<file path="src/bcc_pkg.sv">
package bcc_pkg;

  localparam int PC_W = 21;
  localparam int DATA_W = 8;
  localparam int ADDR_W = 12;

  // apb byte offsets
  localparam logic [7:0] OFS_CTRL = 8'h00;
  localparam logic [7:0] OFS_INSTR = 8'h04;
  localparam logic [7:0] OFS_PC = 8'h08;
  localparam logic [7:0] OFS_FLAGS = 8'h0c;
  localparam logic [7:0] OFS_WREG = 8'h10;
  localparam logic [7:0] OFS_BANK = 8'h14;
  localparam logic [7:0] OFS_INDEX = 8'h18;
  localparam logic [7:0] OFS_STACK = 8'h1c;
  localparam logic [7:0] OFS_SHADOW = 8'h20;
  localparam logic [7:0] OFS_STAT = 8'h24;

  // field positions
  localparam int CTRL_GO_BIT = 0;
  localparam int CTRL_EXT_BIT = 1;
  localparam int ZERO_BIT = 2;
  localparam int STAT_BUSY_BIT = 0;
  localparam int STAT_DONE_BIT = 1;
  localparam int STAT_ILL_BIT = 2;
  localparam int STAT_TAKEN_BIT = 3;

  // encodings
  localparam logic [7:0] OPC_BRANCH_ZERO = 8'he0;
  localparam logic [6:0] OPC_CALL = 7'h76;
  localparam logic [6:0] OPC_CLEAR_FILE = 7'h35;
  localparam logic [3:0] CALL_WORD2_PFX = 4'hf;
  localparam logic [7:0] INDEXED_MAX = 8'h5f;
  localparam logic [7:0] ACCESS_SPLIT = 8'h60;
  localparam logic [DATA_W-1:0] CLEAR_VALUE = 8'h00;

  // program counter steps, in bytes
  localparam logic [PC_W-1:0] PC_STEP = 21'h000002;
  localparam logic [PC_W-1:0] RET_OFS = 21'h000004;

  typedef enum logic [1:0] {BCC_Q1, BCC_Q2, BCC_Q3, BCC_Q4} bcc_q_e;
  typedef enum logic [1:0] {ST_IDLE, ST_ARMED, ST_EXEC, ST_NOP} bcc_fsm_e;
  typedef enum logic [1:0] {K_NONE, K_BZ, K_CALL, K_CLEAR_FILE_OP} bcc_kind_e;

  typedef struct packed {
    bcc_fsm_e fsm;
    bcc_kind_e kind;
    logic [31:0] instr;
    logic ext_en;
    logic [PC_W-1:0] pc;
    logic [PC_W-1:0] return_stack_top;
    logic [DATA_W-1:0] wreg;
    logic [4:0] flags;
    logic [3:0] bank;
    logic [DATA_W-1:0] wreg_sh;
    logic [4:0] flags_sh;
    logic [3:0] bank_sh;
    logic [ADDR_W-1:0] index_base;
    logic [19:0] lit;
    logic taken;
    logic done;
    logic illegal;
    logic dmem_we;
    logic [ADDR_W-1:0] dmem_addr;
    logic [DATA_W-1:0] dmem_wdata;
    logic pready;
    logic pslverr;
    logic [31:0] prdata;
  } bcc_state_s;

  localparam bcc_state_s ST_RESET = '0;
  localparam logic [1:0] Q_RESET = 2'h0;

  function automatic bcc_kind_e bcc_decode(input logic [31:0] ins);
    if (ins[15:8] == OPC_BRANCH_ZERO) begin
      return K_BZ;
    end else if (ins[15:9] == OPC_CALL && ins[31:28] == CALL_WORD2_PFX) begin
      return K_CALL;
    end else if (ins[15:9] == OPC_CLEAR_FILE) begin
      return K_CLEAR_FILE_OP;
    end
    return K_NONE;
  endfunction

endpackage

</file>
<file path="src/bcc_qphase.sv">
`timescale 1ns/1ns
`default_nettype none
module bcc_qphase
  import bcc_pkg::*;
(
  // clock and reset
  input wire logic pclk,
  input wire logic presetn,
  // quarter phase
  output var bcc_q_e q
);

  logic [1:0] q_ff;

  always_ff @(posedge pclk or negedge presetn) begin
    if (!presetn) begin
      q_ff <= Q_RESET;
    end else begin
      q_ff <= q_ff + 2'h1;
    end
  end

  assign q = bcc_q_e'(q_ff);

endmodule // bcc_qphase
`default_nettype wire

</file>
<file path="src/bcc_addr_gen.sv">
`timescale 1ns/1ns
`default_nettype none
module bcc_addr_gen
  import bcc_pkg::*;
(
  // operand fields
  input wire logic acc_sel,
  input wire logic [7:0] file_addr,
  input wire logic [3:0] bank,
  input wire logic [ADDR_W-1:0] index_base,
  input wire logic ext_en,
  // effective address
  output logic [ADDR_W-1:0] eff_addr,
  output logic indexed
);

  always_comb begin
    indexed = ext_en && !acc_sel && (file_addr <= INDEXED_MAX);
    if (indexed) begin
      eff_addr = index_base + {4'h0, file_addr};
    end else if (acc_sel) begin
      eff_addr = {bank, file_addr};
    end else if (file_addr < ACCESS_SPLIT) begin
      eff_addr = {4'h0, file_addr};
    end else begin
      eff_addr = {4'hf, file_addr};
    end
  end

endmodule // bcc_addr_gen
`default_nettype wire

</file>
<file path="src/bcc_exec_top.sv">
// The placing of the registers and the APB slave port were chosen for this implementation.
`timescale 1ns/1ns
`default_nettype none
module bcc_exec_top
  import bcc_pkg::*;
(
  // clock and reset
  input wire logic pclk,
  input wire logic presetn,
  // apb slave
  input wire logic psel,
  input wire logic penable,
  input wire logic pwrite,
  input wire logic [7:0] paddr,
  input wire logic [31:0] pwdata,
  output logic [31:0] prdata,
  output logic pready,
  output logic pslverr,
  // data memory write port
  output logic dmem_we,
  output logic [ADDR_W-1:0] dmem_addr,
  output logic [DATA_W-1:0] dmem_wdata
);

  bcc_state_s st_ff;
  bcc_state_s nxt_st;
  bcc_q_e q;
  logic [ADDR_W-1:0] clr_addr;
  logic clr_indexed;

  bcc_qphase u_qphase (
    .pclk(pclk),
    .presetn(presetn),
    .q(q)
  );

  bcc_addr_gen u_addr_gen (
    .acc_sel(st_ff.instr[8]),
    .file_addr(st_ff.instr[7:0]),
    .bank(st_ff.bank),
    .index_base(st_ff.index_base),
    .ext_en(st_ff.ext_en),
    .eff_addr(clr_addr),
    .indexed(clr_indexed)
  );

  function automatic logic [PC_W-1:0] branch_target(input logic [PC_W-1:0] pc,
                                                    input logic [7:0] ofs);
    return pc + PC_STEP + {{12{ofs[7]}}, ofs, 1'b0};
  endfunction

  function automatic logic reg_known(input logic [7:0] a);
    return a == OFS_CTRL || a == OFS_INSTR || a == OFS_PC || a == OFS_FLAGS ||
           a == OFS_WREG || a == OFS_BANK || a == OFS_INDEX || a == OFS_STACK ||
           a == OFS_SHADOW || a == OFS_STAT;
  endfunction

  function automatic logic [31:0] read_mux(input bcc_state_s s, input logic [7:0] a);
    logic [31:0] d;
    d = 32'h0;
    unique case (a)
      OFS_CTRL: d[CTRL_EXT_BIT] = s.ext_en;
      OFS_INSTR: d = s.instr;
      OFS_PC: d[PC_W-1:0] = s.pc;
      OFS_FLAGS: d[4:0] = s.flags;
      OFS_WREG: d[DATA_W-1:0] = s.wreg;
      OFS_BANK: d[3:0] = s.bank;
      OFS_INDEX: d[ADDR_W-1:0] = s.index_base;
      OFS_STACK: d[PC_W-1:0] = s.return_stack_top;
      OFS_SHADOW: d[16:0] = {s.bank_sh, s.flags_sh, s.wreg_sh};
      OFS_STAT: begin
        d[STAT_BUSY_BIT] = s.fsm != ST_IDLE;
        d[STAT_DONE_BIT] = s.done;
        d[STAT_ILL_BIT] = s.illegal;
        d[STAT_TAKEN_BIT] = s.taken;
      end
      default: d = 32'h0;
    endcase
    return d;
  endfunction

  logic apb_access;
  logic apb_wr;
  logic busy;

  assign apb_access = psel && penable && !st_ff.pready;
  assign apb_wr = psel && penable && st_ff.pready && pwrite;
  assign busy = st_ff.fsm != ST_IDLE;

  always_comb begin
    nxt_st = st_ff;
    nxt_st.dmem_we = 1'b0;
    nxt_st.pready = 1'b0;
    nxt_st.pslverr = 1'b0;

    // slave answers one cycle into the access phase
    if (apb_access) begin
      nxt_st.pready = 1'b1;
      nxt_st.pslverr = !reg_known(paddr);
      nxt_st.prdata = pwrite ? 32'h0 : read_mux(st_ff, paddr);
    end

    // core state is frozen for software while an instruction runs, so
    // hardware updates never race a bus write
    if (apb_wr) begin
      unique case (paddr)
        OFS_CTRL: begin
          nxt_st.ext_en = busy ? st_ff.ext_en : pwdata[CTRL_EXT_BIT];
          if (pwdata[CTRL_GO_BIT] && !busy) begin
            nxt_st.fsm = ST_ARMED;
            nxt_st.done = 1'b0;
            nxt_st.illegal = 1'b0;
            nxt_st.taken = 1'b0;
          end
        end
        OFS_INSTR: if (!busy) nxt_st.instr = pwdata;
        OFS_PC: if (!busy) nxt_st.pc = pwdata[PC_W-1:0];
        OFS_FLAGS: if (!busy) nxt_st.flags = pwdata[4:0];
        OFS_WREG: if (!busy) nxt_st.wreg = pwdata[DATA_W-1:0];
        OFS_BANK: if (!busy) nxt_st.bank = pwdata[3:0];
        OFS_INDEX: if (!busy) nxt_st.index_base = pwdata[ADDR_W-1:0];
        default: ;
      endcase
    end

    unique case (st_ff.fsm)
      ST_IDLE: ;
      ST_ARMED: begin
        // start on a Q1 boundary
        if (q == BCC_Q4) begin
          nxt_st.fsm = ST_EXEC;
        end
      end
      ST_EXEC: begin
        unique case (q)
          BCC_Q1: begin
            nxt_st.kind = bcc_decode(st_ff.instr);
            nxt_st.lit = 20'h0;
          end
          BCC_Q2: begin
            unique case (st_ff.kind)
              K_BZ: nxt_st.lit = {{12{st_ff.instr[7]}}, st_ff.instr[7:0]};
              K_CALL: nxt_st.lit[7:0] = st_ff.instr[7:0];
              K_CLEAR_FILE_OP: nxt_st.dmem_addr = clr_addr;
              K_NONE: ;
            endcase
          end
          BCC_Q3: begin
            unique case (st_ff.kind)
              K_BZ: nxt_st.taken = st_ff.flags[ZERO_BIT];
              K_CALL: begin
                nxt_st.return_stack_top = st_ff.pc + RET_OFS;
                if (st_ff.instr[8]) begin
                  nxt_st.wreg_sh = st_ff.wreg;
                  nxt_st.flags_sh = st_ff.flags;
                  nxt_st.bank_sh = st_ff.bank;
                end // shadows hold otherwise
              end
              K_CLEAR_FILE_OP: nxt_st.dmem_wdata = CLEAR_VALUE;
              K_NONE: ;
            endcase
          end
          BCC_Q4: begin
            nxt_st.fsm = ST_IDLE;
            nxt_st.done = 1'b1;
            unique case (st_ff.kind)
              K_BZ: begin
                if (st_ff.taken) begin
                  nxt_st.pc = branch_target(st_ff.pc, st_ff.lit[7:0]);
                  nxt_st.fsm = ST_NOP;
                  nxt_st.done = 1'b0;
                end else begin
                  nxt_st.pc = st_ff.pc + PC_STEP;
                end
              end
              K_CALL: begin
                // second word read as operand only, never run on its own
                nxt_st.lit[19:8] = st_ff.instr[27:16];
                nxt_st.pc = {st_ff.instr[27:16], st_ff.lit[7:0], 1'b0};
                nxt_st.fsm = ST_NOP;
                nxt_st.done = 1'b0;
              end
              K_CLEAR_FILE_OP: begin
                nxt_st.dmem_we = 1'b1;
                nxt_st.flags[ZERO_BIT] = 1'b1;
                nxt_st.pc = st_ff.pc + PC_STEP;
              end
              K_NONE: begin
                // unknown word or call without its second word: skip it
                nxt_st.illegal = 1'b1;
                nxt_st.pc = st_ff.pc + PC_STEP;
              end
            endcase
          end
        endcase
      end
      ST_NOP: begin
        // idle second cycle of a taken branch or a call
        if (q == BCC_Q4) begin
          nxt_st.fsm = ST_IDLE;
          nxt_st.done = 1'b1;
        end
      end
    endcase
  end

  always_ff @(posedge pclk or negedge presetn) begin
    if (!presetn) begin
      st_ff <= ST_RESET;
    end else begin
      st_ff <= nxt_st;
    end
  end

  assign prdata = st_ff.prdata;
  assign pready = st_ff.pready;
  assign pslverr = st_ff.pslverr;
  assign dmem_we = st_ff.dmem_we;
  assign dmem_addr = st_ff.dmem_addr;
  assign dmem_wdata = st_ff.dmem_wdata;

endmodule // bcc_exec_top
`default_nettype wire

</file>
<file path="config.mk">
export PLATFORM = sky130hd
export DESIGN_NAME = bcc_exec_top
export DESIGN_NICKNAME = d
export VERILOG_FILES = /design/src/bcc_pkg.sv /design/src/bcc_qphase.sv /design/src/bcc_addr_gen.sv /design/src/bcc_exec_top.sv
export SDC_FILE = /design/constraint.sdc
export NUM_CORES = 1
export LEC_CHECK = 0
export ABC_AREA = 1
export BUFFER_PORTS_ARGS = -buffer_cell sky130_fd_sc_hd__buf_2
export CAP_MARGIN = 20
export CORE_MARGIN = 1
export CORE_UTILIZATION = 50
export CTS_CLUSTER_SIZE = 20
export DETAILED_ROUTE_END_ITERATION = 7
export GPL_ROUTABILITY_DRIVEN = 0
export GPL_TIMING_DRIVEN = 0
export PLACE_DENSITY = 0.77
export SYNTH_ARGS = -nofsm -noshare
export SYNTH_HDL_FRONTEND = slang
export SYNTH_SLANG_ARGS = --single-unit
export TNS_END_PERCENT = 30
</file>
<file path="constraint.sdc">
create_clock -name pclk -period 3.35 [get_ports pclk]
set_clock_uncertainty 0.05 [all_clocks]
set_input_delay 0.5025 -clock pclk [delete_from_list [all_inputs] [get_ports pclk]]
set_output_delay 0.5025 -clock pclk [all_outputs]
set_load 0.05 [all_outputs]
</file>
# --- Word level (Yosys, flattened, before mapping) ---
# Cells that the tools add are included.
totals:
  register_bits: 185
  word_cells: 161
  output_inout_bits: 55
op_classes:
  n_reduce_logical: 39
  n_mux: 67
  bitwise: 1
  n_addsub: 5
  n_eq_ne: 23
  order_cmp: 2
ops:
  columns: ["operator", "count"]
  rows:
  - ["2-to-1 mux 21 bit", 7]
  - ["one-hot mux 21 bit (3 select lines)", 1]
  - ["2-to-1 mux 12 bit", 5]
  - ["2-to-1 mux 42 bit", 1]
  - ["2-to-1 mux 34 bit", 1]
  - ["equality test 8 x 5 -> 1 bit, second input constant", 4]
  - ["2-to-1 mux 32 bit", 1]
  - ["AND reduction 3 bit", 9]
  - ["2-to-1 mux 2 bit", 11]
  - ["2-to-1 mux 22 bit", 1]
  - ["adder 21 x 2 -> 21 bit, second input constant", 1]
  - ["adder 21 bit", 1]
  - ["adder 21 x 3 -> 21 bit, second input constant", 1]
  - ["one-hot mux 4 bit (5 select lines)", 1]
  - ["one-hot mux 5 bit (4 select lines)", 1]
  - ["2-to-1 mux 3 bit", 6]
  - ["one-hot mux 2 bit (9 select lines)", 1]
  - ["one-hot mux 3 bit (6 select lines)", 1]
  - ["equality test 8 x 4 -> 1 bit, second input constant", 2]
  - ["equality test 8 x 6 -> 1 bit, second input constant", 2]
  - ["one-hot mux 8 bit (2 select lines)", 1]
  - ["2-to-1 mux 1 bit", 15]
  - ["adder 12 x 8 -> 12 bit", 1]
  - ["equality test 2 bit, second input constant", 6]
  - ["other kinds (31)", 56]

# --- Logic depth before layout (Yosys ltp) ---
logic_depth:
  word_depth: 12
  ltp_mapped: 20

# --- Hierarchy ---
# From an unflattened synthesis, not the netlist that was laid out.
unflattened:
  cells_unflattened: 1566
  area_unflattened_um2: 11628.7
modules_own_cells:
  columns: ["mod", "n_inst", "cells_per_inst", "area_per_inst_um2", "seq_area_each_um2"]
  rows:
  - ["bcc_exec_top", 1, 1412, 10812.9, 4579.4]
  - ["bcc_addr_gen", 1, 147, 744.5, 0.0]
  - ["bcc_qphase", 1, 7, 71.3, 50.0]

# --- Worst setup path after synthesis ---
# OpenSTA, ideal clock, no wires.
synth_path:
  path_type: "reg-to-reg"
  startpoint: "reg st_ff[148] (netlist name)"
  endpoint: "reg st_ff[163] (netlist name)"
  setup_ns: 0.124
  stages_incl_launch_ff: 19
  synth_period_minus_slack_ns: 2.607
  path_slack_ns: 0.743
  t_required_ns: 3.176
  t_arrival_ns: 2.433
  cell_sequence: "dfrtp_1 ha_1 nand2_1 inv_1 nand2_1 o21ai_0 inv_1 ha_1 nand2_1 nor2_1 inv_1 nor2_1 nand3_1 nand3_1 nand2_1 nand2_1 nor2_1 nor2_1 nor2_1"
synth_lines:
  columns: ["element", "line", "source"]
  rows:
  - ["start: declaration", "bcc_exec_top.sv:25", "bcc_state_s st_ff;"]
  - ["start signal: assignment", "bcc_exec_top.sv:211", "st_ff <= nxt_st;"]

==> report_table.html <==
<table>
<tr><th>Metric</th><th>Value</th></tr>
<tr><th colspan="2">Routing</th></tr>
<tr><td>Met2 Routed Length</td><td>16180 um</td></tr>
<tr><td>M1 WL</td><td>roughly 15000 um</td></tr>
<tr><td>Detailed-route wire length</td><td>about 36000 um</td></tr>
<tr><td>Top layer used by detailed routing</td><td>met4</td></tr>
<tr><td>Starting DRC count in detailed routing</td><td>1363</td></tr>
<tr><td>First-pass iteration count of the detailed router</td><td>7</td></tr>
<tr><td>Total via count in the routed design</td><td>11390</td></tr>
<tr><td>Vias per std cell</td><td>5.714</td></tr>
<tr><td>Met3 wire length</td><td>3680 um</td></tr>
<tr><td>Final antenna-violating net count</td><td>0</td></tr>
<tr><td>Average routed wire per standard cell</td><td>around 18 um</td></tr>
<tr><td>Number of remaining DRC errors</td><td>0</td></tr>
<tr><th colspan="2">Clock tree</th></tr>
<tr><td>Source-to-sink clock delay at the later pin of the worst-skew pair</td><td>roughly 430 ps</td></tr>
<tr><td>H-Tree Level Count</td><td>4</td></tr>
<tr><td>Library cell used as clock root buffer</td><td>sky130_fd_sc_hd__clkbuf_16</td></tr>
<tr><td>Clock sink count</td><td>~190</td></tr>
<tr><td>Number of buffers inserted by hold repair at cts</td><td>0</td></tr>
<tr><td>Total CTS buffers</td><td>17</td></tr>
<tr><td>Register clock-pin slew on the reported worst setup and hold paths</td><td>70 ps</td></tr>
<tr><td>TritonCTS clock tree</td><td>done</td></tr>
<tr><td>Largest buffer count on any clock path</td><td>2</td></tr>
<tr><th colspan="2">Synthesis</th></tr>
<tr><td>Fraction of the yosys area taken by sequential cells</td><td>between 30 and 40%</td></tr>
<tr><td>Synth Register Bits</td><td>185</td></tr>
<tr><td>EDFF count, synth</td><td>0</td></tr>
<tr><td>Library cell with the largest summed area after synthesis</td><td>sky130_fd_sc_hd__dfrtp_1</td></tr>
<tr><td>Leading cell type by number of instances after synthesis</td><td>sky130_fd_sc_hd__nand2_1</td></tr>
<tr><td>Leading cell types by total area after synthesis</td><td>sky130_fd_sc_hd__dfrtp_1 40%, sky130_fd_sc_hd__nand2_1 13%, sky130_fd_sc_hd__o21ai_0 6.6%</td></tr>
<tr><td>Most common flop cell mapped by yosys</td><td>sky130_fd_sc_hd__dfrtp_1</td></tr>
<tr><td>Post-synthesis cell count</td><td>1546</td></tr>
<tr><td>Post-synth top cells</td><td>402 x sky130_fd_sc_hd__nand2_1, 185 x sky130_fd_sc_hd__dfrtp_1, 165 x sky130_fd_sc_hd__inv_1</td></tr>
<tr><td>Top-area cell type share of the netlist area</td><td>39.58%</td></tr>
<tr><td>Synthesized area divided by synthesized cell count</td><td>7.566 sq um</td></tr>
<tr><td>Share of synthesized registers carrying an async set or reset</td><td>100.0%</td></tr>
<tr><td>Number of distinct standard cells referenced by the synthesized netlist</td><td>57</td></tr>
<tr><td>Synth warn</td><td>0</td></tr>
<tr><td>Netlist area before placement</td><td>11700 sq um</td></tr>
<tr><th colspan="2">Timing</th></tr>
<tr><td>Final worst-path setup slack</td><td>190.1 ps</td></tr>
<tr><td>Fin Hold WS</td><td>-14.15 ps</td></tr>
<tr><td>Setup TNS Final</td><td>0 ps</td></tr>
<tr><td>Unrepaired setup endpoints after global routing</td><td>false</td></tr>
<tr><td>Final cycle utilization of the critical path</td><td>94.33%</td></tr>
<tr><td>Post-layout min period</td><td>about 3200 ps</td></tr>
<tr><td>Max-slew violation total from the final report</td><td>0</td></tr>
<tr><td>Total setup violations reported at the end of the flow</td><td>0</td></tr>
<tr><td>Worst slew margin relative to its limit</td><td>49.03%</td></tr>
<tr><td>Highest clock frequency the design can meet</td><td>0.3165 GHz</td></tr>
<tr><td>Hold violation count in the final report</td><td>17</td></tr>
<tr><td>Tightest Pin Transition</td><td>764.6 ps</td></tr>
<tr><th colspan="2">Placed design</th></tr>
<tr><td>PortBufs</td><td>91</td></tr>
<tr><td>Total cell area at the placement stage</td><td>12610 sq um</td></tr>
<tr><td>Number of instances in the placed design</td><td>1958</td></tr>
<tr><td>Pre-CTS WS</td><td>-69.62 ps</td></tr>
<tr><td>HPWL after detailed placement</td><td>27510 um</td></tr>
<tr><th colspan="2">Finish</th></tr>
<tr><td>Final design instance area without fill</td><td>13350 sq um</td></tr>
<tr><td>Fraction of layout cells with a size suffix above 1</td><td>17.08%</td></tr>
<tr><td>Final-stage net count</td><td>roughly 1800</td></tr>
<tr><td>Final standard cell count with taps included and fillers excluded</td><td>~2000</td></tr>
<tr><td>Final design utilization</td><td>58.60%</td></tr>
<tr><td>Area growth from synthesis to final layout</td><td>14.11%</td></tr>
<tr><th colspan="2">Die</th></tr>
<tr><td>Die Footprint</td><td>24010 sq um</td></tr>
<tr><td>Number of top-level pins</td><td>100</td></tr>
<tr><td>Starting Density</td><td>51.35%</td></tr>
<tr><td>Placeable core region</td><td>22780 sq um</td></tr>
<tr><td>Standard-cell rows</td><td>55</td></tr>
<tr><td>Die Width</td><td>155.0 um</td></tr>
<tr><td>Die height</td><td>155.0 um</td></tr>
<tr><th colspan="2">Pwr</th></tr>
<tr><td>Tot Pwr</td><td>6.461 mW</td></tr>
<tr><td>VDD IR-drop max</td><td>0.3489 mV</td></tr>
<tr><td>Power density relative to cell area</td><td>just under 500 nW/um^2</td></tr>
<tr><td>Static power due to leakage</td><td>6.981 nW</td></tr>
<tr><th colspan="2">Min path</th></tr>
<tr><td>Worst min-delay path class</td><td>input pin to asynchronous set/reset pin</td></tr>
<tr><th colspan="2">Setup path</th></tr>
<tr><td>Critical path required time</td><td>3670 ps</td></tr>
<tr><td>Worst r2r dst</td><td>st_ff[163]</td></tr>
<tr><td>Register-to-Register Setup Slack</td><td>roughly 190 ps</td></tr>
<tr><td>Startpoint-to-endpoint class of the critical path</td><td>flop to flop</td></tr>
<tr><td>Data arrival time at the worst-slack endpoint</td><td>3480 ps</td></tr>
<tr><td>Register-to-Register Path Depth</td><td>16</td></tr>
<tr><td>Kind of launch point of the worst setup path</td><td>flop</td></tr>
<tr><td>Reg-to-Reg Start</td><td>st_ff[147]</td></tr>
<tr><td>CP Capture Type</td><td>flop</td></tr>
<tr><td>Biggest fanout along the worst timing path</td><td>5</td></tr>
<tr><th colspan="2">Global route</th></tr>
<tr><td>Via count of the first global-routing pass</td><td>10420</td></tr>
<tr><td>Global-route wire length before repair</td><td>56790 um</td></tr>
<tr><td>GRT Total Usage</td><td>30.80%</td></tr>
<tr><td>Overall overflow remaining after global route</td><td>0</td></tr>
<tr><td>Number of antenna violations at the first check in global routing</td><td>1</td></tr>
<tr><td>Largest net degree at the start of global routing</td><td>between 100 and 150</td></tr>
<tr><th colspan="2">Run</th></tr>
<tr><td>Count of max-cap constraint violations</td><td>0</td></tr>
<tr><th colspan="2">Run status</th></tr>
<tr><td>Failing checks</td><td>hold timing</td></tr>
<tr><td>Run status</td><td>finished, violations left</td></tr>
</table>
==> layout by cell type, fill, tap and decap left out, types with 9 or more instances in the layout <==
| master | count |
|---|---|
| sky130_fd_sc_hd__nand3_1 | 71 |
| sky130_fd_sc_hd__a32o_1 | 11 |
| sky130_fd_sc_hd__dfrtp_1 | 183 |
| sky130_fd_sc_hd__nand2_1 | 402 |
| sky130_fd_sc_hd__nor2_1 | 115 |
| sky130_fd_sc_hd__mux2_2 | 12 |
| sky130_fd_sc_hd__inv_1 | 164 |
| sky130_fd_sc_hd__o22ai_1 | 16 |
| sky130_fd_sc_hd__xor2_1 | 16 |
| sky130_fd_sc_hd__nand2_2 | 15 |
| sky130_fd_sc_hd__nor3_1 | 10 |
| sky130_fd_sc_hd__buf_4 | 58 |
| sky130_fd_sc_hd__clkbuf_16 | 17 |
| sky130_fd_sc_hd__clkbuf_1 | 16 |
| sky130_fd_sc_hd__o21ai_0 | 151 |
| sky130_fd_sc_hd__o21ai_1 | 12 |
| sky130_fd_sc_hd__nor2_4 | 9 |
| sky130_fd_sc_hd__nand4_1 | 18 |
| sky130_fd_sc_hd__a21oi_1 | 82 |
| sky130_fd_sc_hd__buf_2 | 116 |
| sky130_fd_sc_hd__ha_1 | 39 |
| sky130_fd_sc_hd__a211oi_1 | 12 |
==> kinds of logic (layout without fill, tap and decap cells) <==
| family | count (synthesis) | in the layout | synth area share [%] |
|---|---|---|---|
| adder cells (fa/ha/maj) | 43 | 43 | 4.728 |
| flip-flops | 185 | 185 | 39.58 |
| AO/OA/AOI/OAI | 334 | 334 | 16.48 |
| other | 1 | 9 | 0.03206 |
| buffers and inverters | 273 | 400 | 10.95 |
| AND/OR/NAND/NOR | 669 | 669 | 24.69 |
| XOR/XNOR | 22 | 22 | 1.711 |
| multiplexers | 19 | 19 | 1.829 |
==> timing repair <==
action,in CTS,in global routing
hold endpoints to repair,0,0
setup endpoints to repair,4,13
gates resized for setup,1,10
buffers inserted,0,3
pin swaps,0,0
==> critical path: stages (launching register included) <==
cell and delay [ps]:
sky130_fd_sc_hd__dfrtp_2 430, sky130_fd_sc_hd__ha_1 230, sky130_fd_sc_hd__nand3_2 160, sky130_fd_sc_hd__inv_1 150
sky130_fd_sc_hd__nand2_1 160, sky130_fd_sc_hd__nor2_1 150, sky130_fd_sc_hd__nand2_1 100, sky130_fd_sc_hd__and2_1 200
sky130_fd_sc_hd__ha_1 350, sky130_fd_sc_hd__nand2_1 120, sky130_fd_sc_hd__nor3_1 320, sky130_fd_sc_hd__nand3_1 150
sky130_fd_sc_hd__nand4_1 120, sky130_fd_sc_hd__nand2_1 80, sky130_fd_sc_hd__nor2_1 170, sky130_fd_sc_hd__nor2_1 70
sky130_fd_sc_hd__nor2_1 80
==> layer usage <==
| layer | vias up | global-route usage, % |
|---|---|---|
| met5 | - | 0 |
| met4 | 0 | 14.29 |
| met3 | 132 | 6.435 |
| met2 | 722 | 47.49 |
| met1 | 5266 | 41.62 |
| li1 | 5274 | - |
==> flip-flops by register name (all words and copies together), names as in the netlist <==
name,count
dmem_addr,12
u_qphase.q,2
pslverr,1
dmem_we,1
st_ff,136
prdata,32
pready,1
==> worst max path at each step <==
stage / from / endpoint / slack [ps]
6_report: st_ff[147] / st_ff[163] / 190
3_5_place_dp: st_ff[148] / st_ff[163] / -70
2_1_floorplan: st_ff[148] / st_ff[163] / 740
4_1_cts: st_ff[148] / st_ff[163] / 70
3_3_place_gp: presetn / prdata[30] / -1220
5_1_grt: st_ff[147] / st_ff[161] / 20
==> final cells by class <==
cell class / count / area (sq um)
fillers: 2016 / 9430
well taps: 313 / 391.6
multi-input cells: 1095 / 5844
repair buffers: 95 / 515.5
diodes: 1 / 2.502
plain buffers: 100 / 631.9
clock buffers: 18 / 439.2
inverters: 173 / 649.4
flip-flops and latches: 185 / 4632
clock inverters: 14 / 241.5
==> power by group <==
group,internal (mW),switching [mW],leakage [nW]
clock network,1.43,0.904,0.325
logic,0.526,1.18,4.20
registers,2.32,0.108,2.46
Note: power is estimated with default switching activity, not from simulation.
